===== config.mk =====
export PLATFORM = sky130hd
export DESIGN_NAME = spi_mgmt_target
export DESIGN_NICKNAME = d
export VERILOG_FILES = /design/src/rtl/spi_mgmt_pkg.sv /design/src/rtl/spi_mgmt_target.sv
export SDC_FILE = /design/constraint.sdc
export NUM_CORES = 1
export LEC_CHECK = 0
export BUFFER_PORTS_ARGS = -buffer_cell sky130_fd_sc_hd__buf_2
export CELL_PAD_IN_SITES_DETAIL_PLACEMENT = 0
export CELL_PAD_IN_SITES_GLOBAL_PLACEMENT = 1
export CORE_MARGIN = 3
export CORE_UTILIZATION = 45
export CTS_BUF_LIST = sky130_fd_sc_hd__clkbuf_8 sky130_fd_sc_hd__clkbuf_16
export CTS_CLUSTER_SIZE = 30
export DETAILED_ROUTE_END_ITERATION = 8
export PLACE_DENSITY_LB_ADDON = 0.25
export SLEW_MARGIN = 10
export SYNTH_ARGS = -nofsm -noshare
export SYNTH_HDL_FRONTEND = slang
export SYNTH_SLANG_ARGS = --single-unit

===== constraint.sdc =====
create_clock -name aclk -period 3.5 [get_ports aclk]
set_input_delay 1.05 -clock aclk [delete_from_list [all_inputs] [get_ports aclk]]
set_output_delay 1.05 -clock aclk [all_outputs]
set_load 0.02 [all_outputs]

===== src/rtl/spi_mgmt_pkg.sv =====
// constants for the serial management link target: header fields, byte codes,
// register map and hold-off timing.
// assumes a 100 MHz aclk and a link clock sampled as an ordinary input.
package spi_mgmt_pkg;
  localparam int unsigned CLK_HZ        = 100_000_000;
  localparam int unsigned NV_HOLDOFF_MS = 80;
  localparam int unsigned V_HOLDOFF_MS  = 10;
  localparam int unsigned NV_HOLDOFF_CYC_DEF = NV_HOLDOFF_MS * (CLK_HZ / 1000);
  localparam int unsigned V_HOLDOFF_CYC_DEF  = V_HOLDOFF_MS * (CLK_HZ / 1000);
  localparam int unsigned HOLD_W        = 23;
  // header bit positions once all 32 bits are shifted in, first bit at the top
  localparam int unsigned RW_BIT  = 31;
  localparam int unsigned BANK_HI = 30;
  localparam int unsigned BANK_LO = 27;
  localparam int unsigned SIZE_HI = 26;
  localparam int unsigned SIZE_LO = 16;
  localparam int unsigned PAGE_HI = 15;
  localparam int unsigned PAGE_LO = 8;
  localparam int unsigned BYTE_HI = 7;
  localparam int unsigned BYTE_LO = 0;
  localparam logic [1:0]  HDR_LAST  = 2'h3;
  localparam logic [2:0]  LAST_BIT  = 3'h7;
  localparam logic [7:0]  ACK_BYTE  = 8'h00;
  localparam logic [7:0]  NACK_BYTE = 8'hFF;
  localparam logic [7:0]  FILL_BYTE = 8'h00;
  // register map, byte addresses
  localparam int unsigned ADDR_W     = 8;
  localparam logic [7:0]  REG_CTRL   = 8'h00;
  localparam logic [7:0]  REG_FLOW   = 8'h04;
  localparam logic [7:0]  REG_NVBANK = 8'h08;
  localparam logic [7:0]  REG_STATUS = 8'h0C;
  localparam logic [7:0]  REG_HEADER = 8'h10;
  localparam logic [7:0]  REG_COUNT  = 8'h14;
  localparam logic        ENABLE_RST = 1'h1;
  localparam logic [7:0]  FLOW_RST   = 8'h02;
  localparam logic [15:0] NVBANK_RST = 16'h0000;
  localparam logic [1:0]  RESP_OKAY   = 2'h0;
  localparam logic [1:0]  RESP_SLVERR = 2'h2;
endpackage : spi_mgmt_pkg


===== src/rtl/spi_mgmt_target.sv =====
// serial management link target with an AXI4-Lite register slave.
// assumes the link pins are asynchronous to aclk and are oversampled; the
// management memory answers mem_rdata one aclk after mem_rd.
`timescale 1ns/10ps
module spi_mgmt_target
  import spi_mgmt_pkg::*;
#(
  parameter int unsigned NV_HOLDOFF_CYC = NV_HOLDOFF_CYC_DEF,
  parameter int unsigned V_HOLDOFF_CYC  = V_HOLDOFF_CYC_DEF
) (
  input  wire logic              aclk,                        // 100 MHz clock
  input  wire logic              aresetn,                     // sync reset, low
  input  wire logic [ADDR_W-1:0] s_axi_awaddr,                // write address
  input  wire logic              s_axi_awvalid,               // write address valid
  output logic                   s_axi_awready,               // write address ready
  input  wire logic [31:0]       s_axi_wdata,                 // write data
  input  wire logic [3:0]        s_axi_wstrb,                 // byte enables
  input  wire logic              s_axi_wvalid,                // write data valid
  output logic                   s_axi_wready,                // write data ready
  output logic [1:0]             s_axi_bresp,                 // write response
  output logic                   s_axi_bvalid,                // write response valid
  input  wire logic              s_axi_bready,                // write response ready
  input  wire logic [ADDR_W-1:0] s_axi_araddr,                // read address
  input  wire logic              s_axi_arvalid,               // read address valid
  output logic                   s_axi_arready,               // read address ready
  output logic [31:0]            s_axi_rdata,                 // read data
  output logic [1:0]             s_axi_rresp,                 // read response
  output logic                   s_axi_rvalid,                // read data valid
  input  wire logic              s_axi_rready,                // read data ready
  input  wire logic              link_clk,                    // link clock pin
  input  wire logic              target_select_n,             // select, low
  input  wire logic              initiator_to_target_data,    // serial in
  output logic                   target_to_initiator_data,    // serial out
  output logic                   target_to_initiator_data_oe, // drive enable
  output logic                   mem_rd,                      // read pulse
  output logic                   mem_wr,                      // write pulse
  output logic [19:0]            mem_addr,                    // bank,page,byte
  output logic [7:0]             mem_wdata,                   // write byte
  input  wire logic [7:0]        mem_rdata                    // read byte, +1 cycle
);

  typedef enum logic [2:0] {PH_IDLE, PH_HEADER, PH_FLOW, PH_DATA, PH_OVER} phase_t;

  typedef struct packed {
    logic              cs_m, cs_s, sck_m, sck_s, sck_d, mosi_m, mosi_s;
    logic              active;
    phase_t            phase;
    logic [2:0]        bit_cnt;
    logic [10:0]       cnt;
    logic [7:0]        rx_sr, tx_sr;
    logic              miso, miso_oe;
    logic [31:0]       hdr;
    logic [7:0]        addr;
    logic              accepted, wrote;
    logic              mem_rd, mem_wr, rd_pend;
    logic [19:0]       mem_addr;
    logic [7:0]        mem_wdata, rd_buf;
    logic [HOLD_W-1:0] hold_cnt;
    logic              hold_nv;
    logic              enable;
    logic [7:0]        flow_n;
    logic [15:0]       nv_banks, txn_cnt, abort_cnt;
    logic [ADDR_W-1:0] awaddr;
    logic              aw_got, w_got;
    logic [31:0]       wdata;
    logic [3:0]        wstrb;
    logic              awready, wready, bvalid, arready, rvalid;
    logic [1:0]        bresp, rresp;
    logic [31:0]       rdata;
  } state_t;

  state_t s;
  state_t next_s;

  // full memory location: bank and page ride in every header, no select registers
  function automatic logic [19:0] loc(input logic [31:0] h, input logic [7:0] a);
    loc = {h[BANK_HI:BANK_LO], h[PAGE_HI:PAGE_LO], a};
  endfunction : loc

  function automatic logic [31:0] merge(input logic [31:0] old, input logic [31:0] nw,
                                        input logic [3:0] strb);
    for (int i = 0; i < 4; i++) begin
      merge[i*8 +: 8] = strb[i] ? nw[i*8 +: 8] : old[i*8 +: 8];
    end
  endfunction : merge

  function automatic logic reg_known(input logic [ADDR_W-1:0] a);
    reg_known = (a == REG_CTRL) || (a == REG_FLOW) || (a == REG_NVBANK) ||
                (a == REG_STATUS) || (a == REG_HEADER) || (a == REG_COUNT);
  endfunction : reg_known

  always_comb begin
    logic       bit_in;
    logic [7:0] byte_in;
    logic [7:0] tx;
    logic [7:0] flow_last;
    logic [31:0] m;
    bit_in    = 1'b0;
    byte_in   = 8'h00;
    tx        = FILL_BYTE;
    flow_last = (s.flow_n == 8'h00) ? 8'h00 : s.flow_n - 8'h01;
    m         = 32'h0000_0000;
    next_s    = s;
    next_s.mem_rd  = 1'b0;
    next_s.mem_wr  = 1'b0;
    next_s.rd_pend = s.mem_rd; // read byte stands the cycle after the strobe
    // pin synchronisers; the second stage is looked at, and on the link clock a third stage as well for edge detection
    next_s.cs_m   = target_select_n;
    next_s.cs_s   = s.cs_m;
    next_s.sck_m  = link_clk;
    next_s.sck_s  = s.sck_m;
    next_s.sck_d  = s.sck_s;
    next_s.mosi_m = initiator_to_target_data;
    next_s.mosi_s = s.mosi_m;
    // write cycle timer runs from the stop onward
    if (s.hold_cnt != '0) next_s.hold_cnt = s.hold_cnt - 1'b1;
    if (s.rd_pend) next_s.rd_buf = mem_rdata;

    // link framing and bit engine
    if (!s.active && !s.cs_s) begin
      next_s.active   = 1'b1;
      next_s.miso_oe  = 1'b1;
      next_s.miso     = 1'b0;
      next_s.phase    = PH_HEADER;
      next_s.cnt      = '0;
      next_s.bit_cnt  = '0;
      next_s.tx_sr    = FILL_BYTE;
      next_s.hdr      = '0;
      next_s.accepted = 1'b0;
      next_s.wrote    = 1'b0;
    end else if (s.active && s.cs_s) begin
      // stop or abort: release the line and drop any partial byte
      next_s.active  = 1'b0;
      next_s.miso_oe = 1'b0;
      next_s.miso    = 1'b0;
      next_s.phase   = PH_IDLE;
      next_s.bit_cnt = '0;
      next_s.txn_cnt = s.txn_cnt + 16'h0001;
      if (s.phase != PH_OVER || s.bit_cnt != '0) next_s.abort_cnt = s.abort_cnt + 16'h0001;
      if (s.wrote) begin
        // hold-off sized by the bank's storage kind; no edge is lost if a
        // new start arrives, the flow answer simply stays busy
        next_s.hold_nv  = s.nv_banks[s.hdr[BANK_HI:BANK_LO]];
        next_s.hold_cnt = next_s.hold_nv ? HOLD_W'(NV_HOLDOFF_CYC)
                                         : HOLD_W'(V_HOLDOFF_CYC);
      end
      next_s.wrote = 1'b0;
    end else if (s.active && s.sck_s && !s.sck_d) begin
      // rising link edge: sample one bit in and move one bit out
      bit_in         = s.mosi_s;
      byte_in        = {s.rx_sr[6:0], bit_in};
      next_s.rx_sr   = byte_in;
      next_s.bit_cnt = s.bit_cnt + 3'h1;
      if (s.phase == PH_HEADER) next_s.hdr = {s.hdr[30:0], bit_in};
      if (s.bit_cnt != LAST_BIT) begin
        next_s.miso  = s.tx_sr[7];
        next_s.tx_sr = {s.tx_sr[6:0], 1'b0};
      end else begin
        case (s.phase)
          PH_HEADER: begin
            if (s.cnt[1:0] == HDR_LAST) begin
              // header complete: decode and decide accept now
              next_s.phase    = PH_FLOW;
              next_s.cnt      = '0;
              next_s.accepted = s.enable && (s.hold_cnt == '0);
              next_s.addr     = next_s.hdr[BYTE_HI:BYTE_LO];
              tx = next_s.accepted ? ACK_BYTE : NACK_BYTE;
              if (next_s.accepted && next_s.hdr[RW_BIT]) begin
                next_s.mem_rd   = 1'b1;
                next_s.mem_addr = loc(next_s.hdr, next_s.addr);
                next_s.addr     = next_s.addr + 8'h01;
              end
            end else begin
              next_s.cnt = s.cnt + 11'h001;
            end
          end
          PH_FLOW: begin
            // flow bytes from the initiator are ignored
            if (s.cnt[7:0] == flow_last) begin
              next_s.phase = PH_DATA;
              next_s.cnt   = '0;
              if (s.accepted && s.hdr[RW_BIT]) begin
                tx = s.rd_buf;
                if (s.hdr[SIZE_HI:SIZE_LO] != 11'h000) begin
                  next_s.mem_rd   = 1'b1;
                  next_s.mem_addr = loc(s.hdr, s.addr);
                  next_s.addr     = s.addr + 8'h01;
                end
              end
            end else begin
              next_s.cnt = s.cnt + 11'h001;
              tx = s.accepted ? ACK_BYTE : NACK_BYTE;
            end
          end
          PH_DATA: begin
            if (s.accepted && !s.hdr[RW_BIT]) begin
              next_s.mem_wr    = 1'b1;
              next_s.mem_addr  = loc(s.hdr, s.addr);
              next_s.mem_wdata = byte_in;
              next_s.addr      = s.addr + 8'h01;
              next_s.wrote     = 1'b1;
            end
            if (s.cnt == s.hdr[SIZE_HI:SIZE_LO]) begin
              next_s.phase = PH_OVER;
            end else begin
              next_s.cnt = s.cnt + 11'h001;
              if (s.accepted && s.hdr[RW_BIT]) begin
                tx = s.rd_buf;
                if (s.cnt + 11'h001 != s.hdr[SIZE_HI:SIZE_LO]) begin
                  next_s.mem_rd   = 1'b1;
                  next_s.mem_addr = loc(s.hdr, s.addr);
                  next_s.addr     = s.addr + 8'h01;
                end
              end
            end
          end
          PH_OVER: tx = FILL_BYTE;
          default: tx = FILL_BYTE;
        endcase
        next_s.miso  = tx[7];
        next_s.tx_sr = {tx[6:0], 1'b0};
      end
    end

    // axi4-lite write: address and data in either order, response after both
    if (s.bvalid && s_axi_bready) next_s.bvalid = 1'b0;
    if (s_axi_awvalid && s.awready) begin
      next_s.awaddr = s_axi_awaddr;
      next_s.aw_got = 1'b1;
    end
    if (s_axi_wvalid && s.wready) begin
      next_s.wdata  = s_axi_wdata;
      next_s.wstrb  = s_axi_wstrb;
      next_s.w_got  = 1'b1;
    end
    if (next_s.aw_got && next_s.w_got && !s.bvalid) begin
      next_s.aw_got = 1'b0;
      next_s.w_got  = 1'b0;
      next_s.bvalid = 1'b1;
      next_s.bresp  = reg_known(next_s.awaddr) ? RESP_OKAY : RESP_SLVERR;
      case (next_s.awaddr)
        REG_CTRL: begin
          m = merge({31'h0, s.enable}, next_s.wdata, next_s.wstrb);
          next_s.enable = m[0];
        end
        REG_FLOW: begin
          m = merge({24'h0, s.flow_n}, next_s.wdata, next_s.wstrb);
          next_s.flow_n = m[7:0];
        end
        REG_NVBANK: begin
          m = merge({16'h0, s.nv_banks}, next_s.wdata, next_s.wstrb);
          next_s.nv_banks = m[15:0];
        end
        default: m = 32'h0000_0000;
      endcase
    end
    next_s.awready = !next_s.aw_got && !next_s.bvalid;
    next_s.wready  = !next_s.w_got && !next_s.bvalid;

    // axi4-lite read: one outstanding, unmapped reads return zero with slverr
    if (s.rvalid && s_axi_rready) next_s.rvalid = 1'b0;
    if (s_axi_arvalid && s.arready) begin
      next_s.rvalid = 1'b1;
      next_s.rresp  = reg_known(s_axi_araddr) ? RESP_OKAY : RESP_SLVERR;
      case (s_axi_araddr)
        REG_CTRL:   next_s.rdata = {31'h0, s.enable};
        REG_FLOW:   next_s.rdata = {24'h0, s.flow_n};
        REG_NVBANK: next_s.rdata = {16'h0, s.nv_banks};
        REG_STATUS: next_s.rdata = {28'h0, s.hold_nv, s.accepted, s.active,
                                    s.hold_cnt != '0};
        REG_HEADER: next_s.rdata = s.hdr;
        REG_COUNT:  next_s.rdata = {s.abort_cnt, s.txn_cnt};
        default:    next_s.rdata = 32'h0000_0000;
      endcase
    end
    next_s.arready = !next_s.rvalid;
  end

  // single state register
  always_ff @(posedge aclk) begin
    if (!aresetn) begin
      s          <= '0;
      s.cs_m     <= 1'b1;
      s.cs_s     <= 1'b1;
      s.phase    <= PH_IDLE;
      s.enable   <= ENABLE_RST;
      s.flow_n   <= FLOW_RST;
      s.nv_banks <= NVBANK_RST;
    end else begin
      s <= next_s;
    end
  end

  assign s_axi_awready               = s.awready;
  assign s_axi_wready                = s.wready;
  assign s_axi_bvalid                = s.bvalid;
  assign s_axi_bresp                 = s.bresp;
  assign s_axi_arready               = s.arready;
  assign s_axi_rvalid                = s.rvalid;
  assign s_axi_rdata                 = s.rdata;
  assign s_axi_rresp                 = s.rresp;
  assign target_to_initiator_data    = s.miso;
  assign target_to_initiator_data_oe = s.miso_oe;
  assign mem_rd                      = s.mem_rd;
  assign mem_wr                      = s.mem_wr;
  assign mem_addr                    = s.mem_addr;
  assign mem_wdata                   = s.mem_wdata;
endmodule : spi_mgmt_target


==> out/metrics.yaml <==
final_layout:
  n_antenna_cell: 0
  nNetsFinal: 1702
  areaGrowthSynthToFinish_pct: 12.9
  fill_cells: 2782
  final_common_cell: "dfxtp_1"
  post-route-util: 0.519
  drive_gt1_frac: 0.158
  fin_area_um2: 15000
  most-common-layout-cells: "dfxtp_1, nor2_1, nand2_1"
place:
  globalplace.congestion: 0.881
  postPlaceCellArea_um2: 13900
  port_buffers: 122
  detailed_place_hpwl_mm: 24.9
pwr:
  powerDensity_nw_per_um2: 523
  irDropWorstVdd_mv: 0.375
  power_uw: 7830
  power.leakage_uw: 0.00588
cts:
  cts_buffer_depth: 3
  ctsHoldBuffers: 0
  clock-sinks: 269
  cts_buffers: 30
  cts.htree.levels: 1
  clk_latency_ns: 0.55
  root_buffer: "clkbuf_16"
  cts_tree: "built"
  clkSlewWorstSetupHoldPaths_ns: 0.06
setup_path:
  cp_slowest_cell: "or4b_4"
  worstPathCellList: "inv_1 > ha_1 > or4b_4 > or4_1 > and4_1 > a211oi_4 > nand2_4 > o22ai_1 > nor3b_4 > a211o_1"
  crit_path_max_fanout: 10
  worst-endpoint-arrival_ns: 3.77
  path_delay_family: "simple AND/OR/NAND/NOR gates"
  required_ns: 3.99
  start_kind: "flop"
  endpoint_kind: "flop"
  critical_path_buf_inv_count: 1
  slowest_delay_ns: 0.53
  path_class: "flop to flop"
global_route:
  grt-ovfl-total: 0
  grt_max_degree: 52
  grt_first_pass_wirelength_mm: 55.4
  track_usage: 0.213
  antenna_found_initial: 0
  grt_pass1_vias: 10500
timing:
  fmaxAchievable_mhz: 305
  period_share: 0.938
  rsz0062_at_grt: "no"
  relSlewSlack: 0.350
  tightest_slew_ns: 0.974
  final_max_slew_viol_count: 0
  finalSetupViolCount: 0
  min_period_ns: 3.28
  setup_tns_ns: 0
  hold_violations: 0
  fin_skew_ns: 0.0111
  worst_hold_slack_ns: 0.413
synthesis:
  ys.flop_type: "dfxtp_1"
  synth_seq_area_share: 0.406
  ys_warn_count: 0
  async_flop_share: 0
  synth_top_area_frac: 0.406
  synth_cell_types: 80
  syn_avg_cell_area_um2: 8.37
  synth.area.top_cells: "dfxtp_1, nor2_1, mux2i_1"
  yosys_register_bits: 269
  synth_edf_count: 0
  synthesis.area_um2: 13300
  netlist_instances: 1583
  synth_top_cell_by_area: "dfxtp_1"
outcome:
  status: "complete, no violations"
floorplan:
  io_pins: 143
  fp.dieH_um: 178
  placementRows: 62
  start_util: 0.459
  die_w_um: 178
  dieArea_um2: 31600
  coreArea_um2: 28900
drt:
  post_drt_wl_per_cell_um: 17.0
  dr_total_vias: 11200
  drt_iter0_drc: 892
  final_antenna_net_count: 0
  viasPerCell: 5.51
  firstDrtPassIters: 5
  routed_wl_mm: 34.5
  drc: 0
hold_path:
  hold_class: "flop to flop"
flow_run:
  cap_violations: 0
synth_stat cells (7+ instances only):
master / number
nor2_1: 205
nand2b_1: 8
a31oi_1: 11
inv_1: 22
and3_1: 18
a211oi_1: 23
a21oi_1: 102
o211ai_1: 10
or4_1: 9
xor2_1: 32
buf_2: 7
a22oi_1: 47
xnor2_1: 44
mux2i_1: 70
ha_1: 13
a22o_1: 21
dfxtp_1: 269
nor4_1: 13
nand3_1: 34
and2_1: 13
o21ai_0: 47
clkbuf_1: 91
nor3_1: 46
nor2b_1: 10
or2_2: 7
nand2_1: 183
a211o_1: 9
nand3b_1: 8
or3_1: 15
nand4_1: 19
o31ai_1: 7
buf_4: 65
layer usage:
| layer | vias to the layer above | GRT usage | part of all wire |
|---|---|---|---|
| met4 | 0 | 0.0491 | 0.021 |
| met2 | 249 | 0.359 | 0.47 |
| met1 | 5260 | 0.291 | 0.47 |
| li1 | 5599 | - | - |
| met3 | 51 | 0.0270 | 0.042 |
| met5 | - | 0 | 0 |
cell type report:
type / instances / area [um2] / share of cell area
Clock buffer: 35 / 831 / 0.0555
Clock inverter: 19 / 249 / 0.0166
Inverter: 22 / 85.1 / 0.00569
Multi-Input combinational cell: 1122 / 6920 / 0.462
Sequential cell: 269 / 5390 / 0.360
Tap cell: 384 / 480 / 0.0321
Timing Repair Buffer: 174 / 1010 / 0.0677
worst reg2reg max path, stage by stage (launching register included):
cell	delay (ns)
dfxtp_1	0.38
inv_1	0.11
ha_1	0.21
or4b_4	0.53
or4_1	0.47
and4_1	0.18
a211oi_4	0.31
nand2_4	0.17
o22ai_1	0.28
nor3b_4	0.40
a211o_1	0.18
kinds of logic (layout without fill, tap and decap cells):
logic type	after synthesis	after routing	share of synthesized area
mux	79	79	0.0656
compound gates	331	331	0.168
xor+xnor	77	77	0.0519
other cells	1	2	0.000283
buf+inv	193	250	0.0749
simple gates	620	620	0.220
flops	269	269	0.406
fa+ha+maj	13	13	0.0123
per-stage QoR:
step           setup slack (ns)  std cells
2_1_floorplan             0.390       1584
3_3_place_gp              0.238       1971
3_5_place_dp              0.204       1971
4_1_cts                   0.145       2025
5_1_grt                  0.0487       2025
6_report                  0.217       2025
what timing repair did:
item,in CTS,in global routing
setup buffers,0,0
gates resized for setup,0,2
endpoints found under the setup margin,0,10
worst paths after layout:
check / startpoint / depth (start not counted) / slack, ns / endpoint
setup / recovery: s[136] / 10 / 0.22 / s[253]
hold / removal: next_s[290] / 1 / 0.41 / s[290]
setup reg to reg: s[136] / 10 / 0.22 / s[253]
hold reg to reg: next_s[290] / 1 / 0.41 / s[290]
sequential cells by signal (all words and copies together) (netlist names), 4 cells and up:
signal	flops
s	195
mem_wdata	8
s_axi_rdata	32
mem_addr	20
next_s	4
power by group:
| part | total [uW] | internal (uW) | switching (uW) |
|---|---|---|---|
| Sequential | 3330 | 3210 | 123 |
| Clock | 3400 | 2120 | 1280 |
| Combinational | 1110 | 451 | 655 |
No activity file was read; power rests on OpenSTA's default activity.
